[src/mbtg_transfer.sv]
/*
 * Package and top module of the message buffer transfer engine: moves buffers
 * between the message RAM and the host staging buffers, and received frames
 * from the transient receive store into the message RAM.
 * Assumes message RAM and staging buffers outside, both with one cycle read
 * latency, and all inputs on core_clk_i.
 */
// Operation
// - Every transfer writes only inside the data section of the selected buffer.
// - A copy of a 127-length buffer into the read staging buffer leaves word 00h holding bytes 0 to 3.
// - A copy from the write staging buffer stops at the last data word, never touching the next RAM word.
// - A received frame lands correctly even when its data starts right after the last header word.
// - Host transfers on the last configured buffer are correct whatever their timing against receive moves.
// - RAM is a header partition then a data partition, the header end set by the last buffer index field.
`timescale 1ns/10ps
package mbtg_pkg;
    localparam int          DATA_W       = 32;
    localparam int          RAM_AW       = 11;
    localparam int          STG_AW       = 6;
    localparam int          FIFO_DEPTH   = 8;
    localparam logic [11:0] RAM_WORDS    = 12'h800;
    localparam logic [1:0]  HDR_LEN_OFS  = 2'h2;
    localparam logic [1:0]  HDR_PTR_OFS  = 2'h3;
    localparam logic [6:0]  PAYLOAD_MAX  = 7'h7f;

    typedef enum logic [3:0] {
        S_IDLE    = 4'h0,
        S_HDR_LEN = 4'h1,
        S_HDR_PTR = 4'h3,
        S_CHECK   = 4'h2,
        S_RD_ADDR = 4'h6,
        S_RD_DATA = 4'h7,
        S_WR_ADDR = 4'h5,
        S_WR_DATA = 4'h4,
        S_RX_WR   = 4'hc,
        S_DONE    = 4'hd
    } mbtg_state_t;
endpackage : mbtg_pkg

module mbtg_transfer import mbtg_pkg::*; (
    // Clock and reset
    input  wire logic              core_clk_i,
    input  wire logic              rst_b_i,
    // Configuration
    input  wire logic [6:0]        last_buffer_index_field_i,
    // Host transfer request
    input  wire logic              host_req_valid_i,
    input  wire logic              host_req_write_i,
    input  wire logic [6:0]        host_req_buf_i,
    output logic                   host_ack_o,
    // Transient receive store frame request and data
    input  wire logic              rx_req_valid_i,
    input  wire logic [6:0]        rx_req_buf_i,
    output logic                   rx_ack_o,
    input  wire logic              rx_data_valid_i,
    input  wire logic [DATA_W-1:0] rx_data_i,
    output logic                   rx_data_ready_o,
    // Completion
    output logic                   done_o,
    output logic                   err_o,
    // Message RAM
    output logic [RAM_AW-1:0]      ram_addr_o,
    output logic                   ram_we_o,
    output logic [DATA_W-1:0]      ram_wdata_o,
    input  wire logic [DATA_W-1:0] ram_rdata_i,
    // Host staging buffers
    output logic [STG_AW-1:0]      stg_addr_o,
    output logic                   stg_we_o,
    output logic [DATA_W-1:0]      stg_wdata_o,
    input  wire logic [DATA_W-1:0] stg_rdata_i
);
    // ------------------------------------------------------------
    // Decode
    // ------------------------------------------------------------
    mbtg_state_t        state;
    logic [6:0]         sel_buf;
    logic               xfer_rx;
    logic               xfer_wr;
    logic               discard;
    logic [7:0]         words;
    logic [7:0]         cnt;
    logic [RAM_AW-1:0]  ptr;
    logic [RAM_AW-1:0]  hdr_end;
    logic [RAM_AW-1:0]  hdr_base;
    logic [RAM_AW-1:0]  new_ptr;
    logic [11:0]        ptr_top;
    logic               ptr_ok;
    logic               last_word;
    logic               fifo_valid;
    logic [DATA_W-1:0]  fifo_data;
    logic               fifo_ready;

    // Header end follows the last buffer index, four words per header
    assign hdr_end  = {({2'b00, last_buffer_index_field_i} + 9'h001), 2'b00};
    assign hdr_base = {2'b00, sel_buf, 2'b00};
    assign new_ptr  = ram_rdata_i[RAM_AW-1:0];
    assign ptr_top  = {1'b0, new_ptr} + {4'h0, words};
    // Data at exactly hdr_end is legal; the single engine means no race with it
    assign ptr_ok   = (new_ptr >= hdr_end) && (ptr_top <= RAM_WORDS)
                      && (sel_buf <= last_buffer_index_field_i);
    assign last_word  = (cnt + 8'h01) == words;
    assign fifo_ready = (state == S_RX_WR);

    mbtg_fifo #(
        .WIDTH (DATA_W),
        .DEPTH (FIFO_DEPTH)
    ) u_rx_fifo (
        .core_clk_i  (core_clk_i),
        .rst_b_i     (rst_b_i),
        .in_valid_i  (rx_data_valid_i),
        .in_data_i   (rx_data_i),
        .in_ready_o  (rx_data_ready_o),
        .out_valid_o (fifo_valid),
        .out_data_o  (fifo_data),
        .out_ready_i (fifo_ready)
    );

    // ------------------------------------------------------------
    // Sequencer
    // ------------------------------------------------------------
    // One engine serves both requesters, so receive and host moves never interleave
    always_ff @(posedge core_clk_i or negedge rst_b_i) begin
        if (!rst_b_i) begin
            state   <= S_IDLE;
            sel_buf <= 7'h00;
            xfer_rx <= 1'b0;
            xfer_wr <= 1'b0;
            discard <= 1'b0;
            words   <= 8'h00;
            cnt     <= 8'h00;
            ptr     <= '0;
        end else begin
            unique case (state)
                S_IDLE: begin
                    cnt <= 8'h00;
                    if (rx_req_valid_i) begin
                        sel_buf <= rx_req_buf_i;
                        xfer_rx <= 1'b1;
                        xfer_wr <= 1'b1;
                        state   <= S_HDR_LEN;
                    end else if (host_req_valid_i) begin
                        sel_buf <= host_req_buf_i;
                        xfer_rx <= 1'b0;
                        xfer_wr <= host_req_write_i;
                        state   <= S_HDR_LEN;
                    end
                end
                S_HDR_LEN: state <= S_HDR_PTR;
                S_HDR_PTR: begin
                    // Payload length counts 16-bit words; round up to 32-bit words
                    words <= ({1'b0, ram_rdata_i[6:0] & PAYLOAD_MAX} + 8'h01) >> 1;
                    state <= S_CHECK;
                end
                S_CHECK: begin
                    ptr     <= new_ptr;
                    discard <= !ptr_ok;
                    if (xfer_rx) begin
                        state <= (words == 8'h00) ? S_DONE : S_RX_WR;
                    end else if (!ptr_ok || words == 8'h00) begin
                        state <= S_DONE;
                    end else begin
                        state <= xfer_wr ? S_WR_ADDR : S_RD_ADDR;
                    end
                end
                S_RD_ADDR: state <= S_RD_DATA;
                S_RD_DATA: begin
                    cnt   <= cnt + 8'h01;
                    state <= last_word ? S_DONE : S_RD_ADDR;
                end
                S_WR_ADDR: state <= S_WR_DATA;
                S_WR_DATA: begin
                    cnt   <= cnt + 8'h01;
                    state <= last_word ? S_DONE : S_WR_ADDR;
                end
                S_RX_WR: begin
                    if (fifo_valid) begin
                        cnt   <= cnt + 8'h01;
                        state <= last_word ? S_DONE : S_RX_WR;
                    end
                end
                S_DONE: state <= S_IDLE;
                default: state <= S_IDLE;
            endcase
        end
    end

    // ------------------------------------------------------------
    // Handshakes and completion
    // ------------------------------------------------------------
    always_ff @(posedge core_clk_i or negedge rst_b_i) begin
        if (!rst_b_i) begin
            host_ack_o <= 1'b0;
            rx_ack_o   <= 1'b0;
            done_o     <= 1'b0;
            err_o      <= 1'b0;
        end else begin
            rx_ack_o   <= (state == S_IDLE) && rx_req_valid_i;
            host_ack_o <= (state == S_IDLE) && !rx_req_valid_i && host_req_valid_i;
            done_o     <= (state == S_DONE);
            err_o      <= (state == S_CHECK) && !ptr_ok;
        end
    end

    // ------------------------------------------------------------
    // Message RAM port
    // ------------------------------------------------------------
    // A rejected receive frame is still drained from the FIFO, but nothing is written
    always_ff @(posedge core_clk_i or negedge rst_b_i) begin
        if (!rst_b_i) begin
            ram_addr_o  <= '0;
            ram_we_o    <= 1'b0;
            ram_wdata_o <= '0;
        end else begin
            ram_we_o <= 1'b0;
            unique case (state)
                S_IDLE:    ram_addr_o <= {2'b00, (rx_req_valid_i ? rx_req_buf_i : host_req_buf_i), HDR_LEN_OFS};
                S_HDR_LEN: ram_addr_o <= hdr_base | {9'h000, HDR_PTR_OFS};
                S_CHECK:   ram_addr_o <= new_ptr;
                S_RD_DATA: ram_addr_o <= ptr + RAM_AW'(cnt + 8'h01);
                S_WR_DATA: begin
                    ram_we_o    <= 1'b1;
                    ram_addr_o  <= ptr + RAM_AW'(cnt);
                    ram_wdata_o <= stg_rdata_i;
                end
                S_RX_WR: begin
                    ram_we_o    <= fifo_valid && !discard;
                    ram_addr_o  <= ptr + RAM_AW'(cnt);
                    ram_wdata_o <= fifo_data;
                end
                default: ram_addr_o <= ram_addr_o;
            endcase
        end
    end

    // ------------------------------------------------------------
    // Staging buffer port
    // ------------------------------------------------------------
    // Staging write index is the word count itself, never wrapped, so word 00h is not written twice
    always_ff @(posedge core_clk_i or negedge rst_b_i) begin
        if (!rst_b_i) begin
            stg_addr_o  <= '0;
            stg_we_o    <= 1'b0;
            stg_wdata_o <= '0;
        end else begin
            stg_we_o <= 1'b0;
            unique case (state)
                S_CHECK:   stg_addr_o <= '0;
                S_RD_DATA: begin
                    stg_we_o    <= 1'b1;
                    stg_addr_o  <= STG_AW'(cnt);
                    stg_wdata_o <= ram_rdata_i;
                end
                S_WR_DATA: stg_addr_o <= STG_AW'(cnt + 8'h01);
                default:   stg_addr_o <= stg_addr_o;
            endcase
        end
    end

    // ------------------------------------------------------------
    // Assertions
    // ------------------------------------------------------------
    logic stg0_seen;
    always_ff @(posedge core_clk_i or negedge rst_b_i) begin
        if (!rst_b_i) begin
            stg0_seen <= 1'b0;
        end else if (state == S_IDLE) begin
            stg0_seen <= 1'b0;
        end else if (stg_we_o && stg_addr_o == '0) begin
            stg0_seen <= 1'b1;
        end
    end

    a_write_in_section: assert property (@(posedge core_clk_i) disable iff (!rst_b_i)
        ram_we_o |-> (ram_addr_o >= ptr) && ({1'b0, ram_addr_o} < ({1'b0, ptr} + {4'h0, words})))
        else $error("RAM write outside selected data section");
    a_stage_word0_kept: assert property (@(posedge core_clk_i) disable iff (!rst_b_i)
        (stg0_seen && stg_we_o) |-> stg_addr_o != '0)
        else $error("Staging word 0 written twice in one copy");
    a_host_write_stop: assert property (@(posedge core_clk_i) disable iff (!rst_b_i)
        (state == S_WR_DATA && last_word) |=> ram_we_o ##1 (!ram_we_o && state == S_IDLE))
        else $error("Extra RAM write after last data word");
    a_rx_first_data: assert property (@(posedge core_clk_i) disable iff (!rst_b_i)
        (state == S_CHECK && xfer_rx && new_ptr == hdr_end && ptr_top <= RAM_WORDS
         && sel_buf <= last_buffer_index_field_i && words != 8'h00) |=> (state == S_RX_WR && !discard))
        else $error("Frame at first data word refused");
    a_one_owner: assert property (@(posedge core_clk_i) disable iff (!rst_b_i)
        !(host_ack_o && rx_ack_o) && !(stg_we_o && ram_we_o))
        else $error("Two transfers active together");
    a_header_guard: assert property (@(posedge core_clk_i) disable iff (!rst_b_i)
        ram_we_o |-> ram_addr_o >= hdr_end)
        else $error("Data write into header partition");

    c_host_read: cover property (@(posedge core_clk_i) state == S_RD_DATA && last_word);
    c_host_write: cover property (@(posedge core_clk_i) state == S_WR_DATA && last_word);
    c_rx_move: cover property (@(posedge core_clk_i) state == S_RX_WR && last_word && fifo_valid);
    c_rx_fifo_full: cover property (@(posedge core_clk_i) !rx_data_ready_o);
endmodule : mbtg_transfer

[src/mbtg_fifo.sv]
/*
 * Small synchronous FIFO with valid/ready on both sides.
 * Assumes one clock and an active-low asynchronous reset.
 */
`timescale 1ns/10ps
module mbtg_fifo #(
    parameter int WIDTH = 32,
    parameter int DEPTH = 8
) (
    // Clock and reset
    input  wire logic             core_clk_i,
    input  wire logic             rst_b_i,
    // Fill side
    input  wire logic             in_valid_i,
    input  wire logic [WIDTH-1:0] in_data_i,
    output logic                  in_ready_o,
    // Drain side
    output logic                  out_valid_o,
    output logic      [WIDTH-1:0] out_data_o,
    input  wire logic             out_ready_i
);
    localparam int AW = $clog2(DEPTH);

    logic [WIDTH-1:0] mem [DEPTH];
    logic [AW-1:0]    wr_ptr;
    logic [AW-1:0]    rd_ptr;
    logic [AW:0]      count;
    logic [AW:0]      next_count;
    logic             push;
    logic             pop;

    assign push = in_valid_i && in_ready_o;
    assign pop  = out_valid_o && out_ready_i;
    assign out_data_o = mem[rd_ptr];

    always_comb begin
        next_count = count;
        if (push && !pop) begin
            next_count = count + (AW+1)'(1);
        end else if (pop && !push) begin
            next_count = count - (AW+1)'(1);
        end
    end

    // Ready and valid are flops so the ports never see a combinational path
    always_ff @(posedge core_clk_i or negedge rst_b_i) begin
        if (!rst_b_i) begin
            count       <= '0;
            in_ready_o  <= 1'b1;
            out_valid_o <= 1'b0;
        end else begin
            count       <= next_count;
            in_ready_o  <= next_count != (AW+1)'(DEPTH);
            out_valid_o <= next_count != '0;
        end
    end

    always_ff @(posedge core_clk_i or negedge rst_b_i) begin
        if (!rst_b_i) begin
            wr_ptr <= '0;
            rd_ptr <= '0;
        end else begin
            if (push) begin
                wr_ptr <= (wr_ptr == AW'(DEPTH-1)) ? '0 : wr_ptr + AW'(1);
            end
            if (pop) begin
                rd_ptr <= (rd_ptr == AW'(DEPTH-1)) ? '0 : rd_ptr + AW'(1);
            end
        end
    end

    always_ff @(posedge core_clk_i) begin
        if (push) begin
            mem[wr_ptr] <= in_data_i;
        end
    end
endmodule : mbtg_fifo

[config.mk]
export PLATFORM = sky130hd
export DESIGN_NAME = mbtg_transfer
export DESIGN_NICKNAME = d
export VERILOG_FILES = /design/src/mbtg_transfer.sv /design/src/mbtg_fifo.sv
export SDC_FILE = /design/constraint.sdc
export NUM_CORES = 1
export LEC_CHECK = 0
export ABC_AREA = 1
export BUFFER_PORTS_ARGS = -buffer_cell sky130_fd_sc_hd__buf_2
export CAP_MARGIN = 20
export CORE_MARGIN = 5
export CORE_UTILIZATION = 57
export CTS_CLUSTER_SIZE = 40
export DETAILED_ROUTE_END_ITERATION = 10
export PLACE_DENSITY = 0.78
export REMOVE_ABC_BUFFERS = 1
export SLEW_MARGIN = 30
export SYNTH_ARGS = -nofsm -noshare
export SYNTH_HDL_FRONTEND = slang
export SYNTH_SLANG_ARGS = --single-unit
[constraint.sdc]
create_clock -name core_clk_i -period 6.09 [get_ports core_clk_i]
set_input_delay 0.609 -clock core_clk_i [delete_from_list [all_inputs] [get_ports core_clk_i]]
set_output_delay 0.609 -clock core_clk_i [all_outputs]
set_load 0.03 [all_outputs]
==> results of run 1 <==
==> flip-flops by register name, indices dropped and copies added (netlist names), 3 cells and up <==
| signal | cells |
|---|---|
| u_rx_fifo.rd_ptr | 3 |
| stg_wdata_o | 32 |
| ptr | 11 |
| u_rx_fifo.count | 4 |
| u_rx_fifo.wr_ptr | 3 |
| stg_addr_o | 6 |
| cnt | 8 |
| words | 7 |
| sel_buf | 7 |
| ram_addr_o | 11 |
| u_rx_fifo.mem | 256 |
| state | 4 |
| ram_wdata_o | 32 |
==> metal layers <==
layer,up-vias,wire length (um),global-route usage
met5,-,0,0
met2,664,22700,0.436
met3,108,3880,0.0428
met1,6603,17900,0.340
li1,6328,-,-
met4,0,1520,0.0968
==> power groups by stage <==
stage | Sequential [mW] | Clock [mW] | Combinational (mW)
after floorplan | 4.49 | 0 | 2.06
after detailed placement | 3.99 | 0 | 3.94
after CTS | 3.96 | 2.48 | 3.96
final | 3.97 | 2.45 | 3.96
after global routing | 4.02 | 2.59 | 4.37
after global placement | 3.97 | 0 | 3.74
==> stage by stage <==
| stage | hold slack [ns] | instances | util |
|---|---|---|---|
| 2_1_floorplan | 0.313 | 1625 | - |
| 3_3_place_gp | 0.457 | 2244 | 0.624 |
| 3_5_place_dp | 0.461 | 2251 | 0.629 |
| 4_1_cts | 0.167 | 2323 | 0.672 |
| 5_1_grt | 0.226 | 2326 | 0.673 |
| 6_report | 0.152 | 2329 | 0.673 |
==> kinds of logic after synthesis <==
group / synth area share
and+or+nand+nor: 0.187
muxes: 0.00340
buffers and inverters: 0.0431
adders and majority gates: 0.0324
DFF: 0.631
AOI/OAI and AO/OA: 0.0968
xor gates and xnor gates: 0.00587
==> cells in the mapped netlist (all sizes together) <==
cell type	n	share of area
nand4	13	0.0046
xnor2	2	0.00099
o22ai	18	0.0064
o21a	5	0.0021
nand3b	2	0.00085
a31oi	3	0.0011
dfrtp	138	0.20
o211ai	6	0.0025
buf	31	0.0088
nor4	1	0.00035
o311ai	32	0.016
a21oi	32	0.0091
nand2	342	0.074
nand2b	2	0.00071
o31ai	1	0.00042
dfstp	1	0.0015
a21boi	1	0.00042
clkbuf	43	0.0091
xor2	9	0.0049
nor3	72	0.020
edfxtp	256	0.43
nor2	254	0.058
o21bai	1	0.00042
o221ai	38	0.019
mux2i	6	0.0034
a211oi	2	0.00085
nand3	85	0.025
or2	10	0.0035
ha	41	0.029
fa	3	0.0034
a22oi	1	0.00042
o21ai	131	0.038
inv	116	0.025
o32ai	1	0.00050
==> worst max-delay path by stage <==
stage                      endpoint  slack (ns)
2_1_floorplan        ram_wdata_o[0]        1.87
3_3_place_gp   u_rx_fifo.mem[5][26]        3.35
3_5_place_dp        ram_wdata_o[31]        3.25
4_1_cts             ram_wdata_o[13]        3.26
5_1_grt             ram_wdata_o[13]        3.04
6_report            ram_wdata_o[13]        3.26
==> placed cells by master (no fill, tap or decap), types with 8 or more instances in the layout <==
cell and n:
a21oi_1 32, buf_2 209, buf_4 12, clkbuf_1 13, clkbuf_16 40, dfrtp_1 136
edfxtp_1 256, ha_1 41, inv_1 103, inv_2 9, nand2_1 337, nand3_1 82
nand4_1 13, nor2_1 237, nor2_4 12, nor3_1 72, o21ai_0 127, o221ai_1 38
o22ai_1 18, o311ai_0 21, o311ai_1 11, or2_2 9, xor2_1 8
==> final cells by class <==
cell class | count | area share
multi-input combinational | 1114 | 0.283
clock inverter | 14 | 0.00942
timing repair buffer | 230 | 0.0638
inverter | 116 | 0.0217
tap | 396 | 0.0241
antenna | 6 | 0.000730
sequential | 395 | 0.543
clock buffer | 58 | 0.0543
==> results.sh, run 1 <==
export IMPL_status="complete, no violations"
export IMPL_fin_crit_sh=0.465
export IMPL_rsz0062_at_grt="no"
export IMPL_finalHoldViolations=0
export IMPL_setup_ws_ns=3.26
export IMPL_io_buffers=210
export IMPL_ctsResizeCount=0
export IMPL_stdcell_area_mm2=0.0206
export IMPL_cts_tree="done"
export IMPL_holdBufCountCts=0
export IMPL_grt_overflow=0
export IMPL_worstPathArrival_ns=3.25
export IMPL_final_setup_skew_ns=0.0405
export IMPL_die_w_um=186
export IMPL_viasPerCell=5.88
export IMPL_ys_ff_latch=395
export IMPL_fp_row_count=64
export IMPL_tns_ns=0
export IMPL_globalplace_congestion=0.943
export IMPL_setup_violations_final=0
export IMPL_maxSlewHeadroom=0.356
export IMPL_required_ns=6.51
export IMPL_antenna_found_initial=4
export IMPL_area_growth_pct=16.3
export IMPL_clkPwrFrac=0.236
export IMPL_cts_root_buffer="clkbuf_16"
export IMPL_cp_cell_sequence="clkinv_2 > buf_4 > buf_4 > nor2_1 > nor3_1 > o311ai_0 > nand3_1"
export IMPL_clockBufferDepth=3
export IMPL_critical_path_buf_inv_count=3
export IMPL_multi_input_area_mm2=0.00583
export IMPL_cts_setup_buffers=0
export IMPL_ir_drop_mv=0.290
export IMPL_ys_warn_count=0
export IMPL_path_max_fanout=70
export IMPL_dp_hpwl_um=29000
export IMPL_reg2reg_from="u_rx_fifo.rd_ptr[0]"
export IMPL_cts_clk_slew_worst_paths_ns=0.06
export IMPL_path_depth=7
export IMPL_power_leakage_nw=8.68
export IMPL_grt_usage=0.258
export IMPL_power_mw=10.4
export IMPL_fillCellCount=2277
export IMPL_reg2reg_slack_ns=3.26
export IMPL_cp_top_family="buffers and inverters"
export IMPL_path_class="flip-flop to flip-flop"
export IMPL_io_pins=211
export IMPL_max_freq_mhz=353
export IMPL_drt_iter0_drc=1398
export IMPL_grt_pass1_wl_um=70300
export IMPL_hold_class="input pin to async pin"
export IMPL_firstDrtPassIters=5
export IMPL_ys_seq_area_frac=0.631
export IMPL_syn_area_mm2=0.0177
export IMPL_max_cap_violations=0
export IMPL_avgSynthCellArea_um2=10.4
export IMPL_postRouteAntennaNets=0
export IMPL_cts_sinks=395
export IMPL_register_area_mm2=0.0112
export IMPL_drc_errors=0
export IMPL_comb_power_share=0.381
export IMPL_startpoint="u_rx_fifo.rd_ptr[0]"
export IMPL_die_area_mm2=0.0347
export IMPL_dr_total_vias=13700
export IMPL_crit_path_frequent_cell="buf_4"
export IMPL_switching_share=0.404
export IMPL_period_minus_slack_ns=2.83
export IMPL_power_switching_mw=4.19
export IMPL_reg2reg_depth=7
export IMPL_worst_pin_slew_ns=0.964
export IMPL_die_height_um=186
export IMPL_end_kind="flip-flop"
export IMPL_cp_slowest_cell="dfrtp_4"
export IMPL_drt_wl_total_um=46000
export IMPL_p_per_area_mw_per_mm2=504
export IMPL_grt_max_degree=109
export IMPL_seq_power_share=0.382
export IMPL_wl_per_cell_um=19.8
export IMPL_drv_slew=0
export IMPL_final_nets=2064
export IMPL_reg2reg_to="ram_wdata_o[13]"
export IMPL_cts_made_buffers=40
export IMPL_drive_above_1_share=0.175
export IMPL_start_util=0.578
export IMPL_intPower_mw=6.18
export IMPL_startpoint_type="flip-flop"
export IMPL_grt_pass1_vias=13200
export IMPL_place_ws_ns=3.25
export IMPL_coreArea_mm2=0.0306
export IMPL_htree_levels=2
export IMPL_ys_types=51
export IMPL_clk_latency_ns=0.57
export IMPL_slowest_delay_ns=0.61
export IMPL_postSynthCellCount=1699
export IMPL_placed_area_mm2=0.0192
Power figures use the tool's default switching activity.
==> inputs of run 2 (changes only) <==
- ABC_AREA: 1 -> 0
- clock period: 6.09 -> 2.7 ns (I/O delays scaled with it)
==> results.sh, run 2 <==
export IMPL_status="complete, no violations"
export IMPL_coreArea_mm2=0.0305
export IMPL_ys_warn_count=0
export IMPL_place_inst=1908
export IMPL_synth_top_family_by_area="multiplexers"
export IMPL_cts_made_buffers=40
export IMPL_synth_edf_count=256
export IMPL_hold_depth=1
export IMPL_cts_clk_slew_worst_paths_ns=0.07
export IMPL_cp_cell_sequence="ha_1 > a211oi_1 > nor3_1 > o41ai_1 > a41oi_1 > nor3_2 > buf_4 > a221o_1 > nand3_1"
export IMPL_io_buffers=210
export IMPL_grt_pass1_wl_um=70700
export IMPL_globalplace_congestion=0.902
export IMPL_die_w_um=186
export IMPL_reg2reg_slack_ns=0.1
export IMPL_synth_area_leaders="edfxtp_1 44%, dfrtp_1 20%, mux4_2 8.2%, nand2_1 4.2%, ha_1 2.9%"
export IMPL_postRouteAntennaNets=0
export IMPL_end_kind="flip-flop"
export IMPL_die_height_um=186
export IMPL_multi_input_area_mm2=0.00610
export IMPL_postSynthCellCount=1315
export IMPL_reg2reg_from="words[1]"
export IMPL_start_util=0.577
export IMPL_clk_latency_ns=0.56
export IMPL_synth_simple_area_share=0.0878
export IMPL_final_setup_skew_ns=0.0194
export IMPL_dp_hpwl_um=28100
export IMPL_slowest_delay_ns=0.55
export IMPL_area_growth_pct=21.2
export IMPL_yosys_area_top_type="edfxtp_1"
export IMPL_ys_dominant_reg_cell="edfxtp_1"
export IMPL_placed_area_mm2=0.0194
export IMPL_synth_top_area_share=0.437
export IMPL_die_area_mm2=0.0345
export IMPL_drive_above_1_share=0.259
export IMPL_grt_overflow=0
export IMPL_maxSlewHeadroom=0.487
export IMPL_reg2reg_to="state[0]"
export IMPL_power_leakage_nw=8.49
export IMPL_path_class="flip-flop to flip-flop"
export IMPL_dr_total_vias=12200
export IMPL_path_max_fanout=5
export IMPL_hold_class="input pin to flip-flop"
export IMPL_io_pins=211
export IMPL_grt_max_degree=65
export IMPL_cts_tree="done"
export IMPL_period_minus_slack_ns=2.60
export IMPL_ys_async_sr_fraction=0.352
export IMPL_finalHoldViolations=0
export IMPL_final_common_cell="edfxtp_1"
export IMPL_hold_path_end="u_rx_fifo.mem[7][28]"
export IMPL_largest_register_ffs=256
export IMPL_ys_ff_latch=395
export IMPL_antenna_found_initial=2
export IMPL_wl_per_cell_um=22.4
export IMPL_viasPerCell=6.01
export IMPL_synthTopCellsByCount="256 x edfxtp_1, 195 x nand2_1, 138 x dfrtp_1"
export IMPL_cts_root_buffer="clkbuf_16"
export IMPL_utilization=0.700
export IMPL_cp_slowest_cell="o41ai_1"
export IMPL_synthXorXnorAreaFrac=0.0169
export IMPL_fin_crit_sh=0.963
export IMPL_fin_cells=2037
export IMPL_drc_errors=0
export IMPL_required_ns=3.12
export IMPL_ys_types=74
export IMPL_whs_ns=0.0180
export IMPL_drv_slew=0
export IMPL_holdCritStartpoint="rx_data_i[28]"
export IMPL_ys_seq_area_frac=0.634
export IMPL_firstDrtPassIters=5
export IMPL_stdcell_area_mm2=0.0213
export IMPL_max_freq_mhz=384
export IMPL_startpoint_type="flip-flop"
export IMPL_grt_usage=0.265
export IMPL_drt_iter0_drc=1000
export IMPL_synth_mux_area_frac=0.110
export IMPL_syn_area_mm2=0.0176
export IMPL_avgSynthCellArea_um2=13.4
export IMPL_fp_row_count=64
export IMPL_htree_levels=2
export IMPL_setup_violations_final=0
export IMPL_max_cap_violations=0
export IMPL_ir_drop_mv=0.687
export IMPL_top_regs="u_rx_fifo.mem (256), ram_wdata_o (32), stg_wdata_o (32)"
export IMPL_fillCellCount=2020
export IMPL_synth_compound_area_frac=0.0949
export IMPL_synthAdderAreaFrac=0.0326
export IMPL_cts_sinks=395
export IMPL_grt_pass1_vias=12700
export IMPL_worstPathArrival_ns=3.02
export IMPL_worst_pin_slew_ns=0.770
export IMPL_synth_most_common_cell="edfxtp_1"
export IMPL_final_nets=1777
export IMPL_largest_register="u_rx_fifo.mem"
export IMPL_drt_wl_total_um=45700
export IMPL_reg2reg_depth=9
export IMPL_register_area_mm2=0.0112
export IMPL_p_per_area_mw_per_mm2=1070
export IMPL_mostFrequentLayoutCells="256 x edfxtp_1, 209 x buf_2, 194 x nand2_1"
export IMPL_clockBufferDepth=3
==> run 2: cell count changes in the layout (fill, tap and decap cells not counted), sizes merged, moves of 33 or more <==
cell | before | now
nor2 | 254 | 75
nor3 | 72 | 15
buf | 230 | 264
inv | 116 | 35
o221ai | 38 | 2
dlygate4sd3 | 0 | 55
o21ai | 131 | 98
nand3 | 85 | 26
a21oi | 32 | 74
mux4 | 0 | 64
nand2 | 342 | 195
mux2i | 6 | 41
==> run 2: cell families after synthesis <==
group | after synthesis
DFF | 395
muxes | 112
and+or+nand+nor | 356
buffers and inverters | 101
AOI/OAI and AO/OA | 273
adders and majority gates | 44
xor gates and xnor gates | 34
==> run 2: worst max-delay path, delay by kind of cell (launching register included) <==
kind / cells / cell delay, ns
DFF: 1 / 0.46
buffers and inverters: 1 / 0.15
AOI/OAI and AO/OA: 4 / 1.13
adders and majority gates: 1 / 0.33
and+or+nand+nor: 3 / 0.40
==> run 2: final cells by class <==
class | instances | area share
sequential | 395 | 0.524
timing repair buffer | 319 | 0.0990
multi-input combinational | 819 | 0.286
inverter | 35 | 0.00616
antenna | 1 | 0.000117
tap | 396 | 0.0232
clock buffer | 58 | 0.0525
clock inverter | 14 | 0.00973
==> run 2: through the flow <==
stage	setup TNS (ns)	power, mW	worst slack [ns]
4_1_cts	0	22.8	0.0430
3_5_place_dp	-0.00232	17.0	-0.00232
6_report	0	22.8	0.0991
3_3_place_gp	0	16.8	0.0547
2_1_floorplan	-365.34	14.3	-2.10
5_1_grt	-0.298	24.0	-0.109
==> run 2: report_power, final <==
| part | switching (mW) | leakage, nW | internal (mW) |
|---|---|---|---|
| registers | 1.07 | 4.03 | 8.00 |
| logic | 5.03 | 3.81 | 3.10 |
| clock network | 2.36 | 0.642 | 3.21 |
| total | 8.45 | 8.49 | 14.3 |
==> run 2: metal layers <==
layer,global-route usage,part of all wire,wire length [um],up-vias
met3,0.0438,0.083,3790,100
met2,0.461,0.51,23500,630
met1,0.347,0.37,17000,5989
li1,-,-,-,5518
met5,0,0.00028,13,-
met4,0.0822,0.031,1410,2
==> run 2: what timing repair did <==
action | in CTS | in global routing
hold endpoints to repair | 298 | 0
endpoints found under the setup margin | 0 | 2
hold buffers | 55 | 0
resized for setup | 0 | 4
setup buffers | 0 | 1
==> run 2: worst max-delay path by stage <==
| stage | start | end | slack (ns) | cells after the start |
|---|---|---|---|---|
| 2_1_floorplan | u_rx_fifo.in_ready_o | u_rx_fifo.mem[2][0] | -2.10 | 2 |
| 3_3_place_gp | ram_rdata_i[0] | state[3] | 0.05 | 10 |
| 3_5_place_dp | ram_rdata_i[0] | state[3] | -0.002 | 10 |
| 4_1_cts | words[0] | state[3] | 0.04 | 9 |
| 5_1_grt | words[1] | state[3] | -0.11 | 8 |
| 6_report | words[1] | state[0] | 0.1 | 9 |
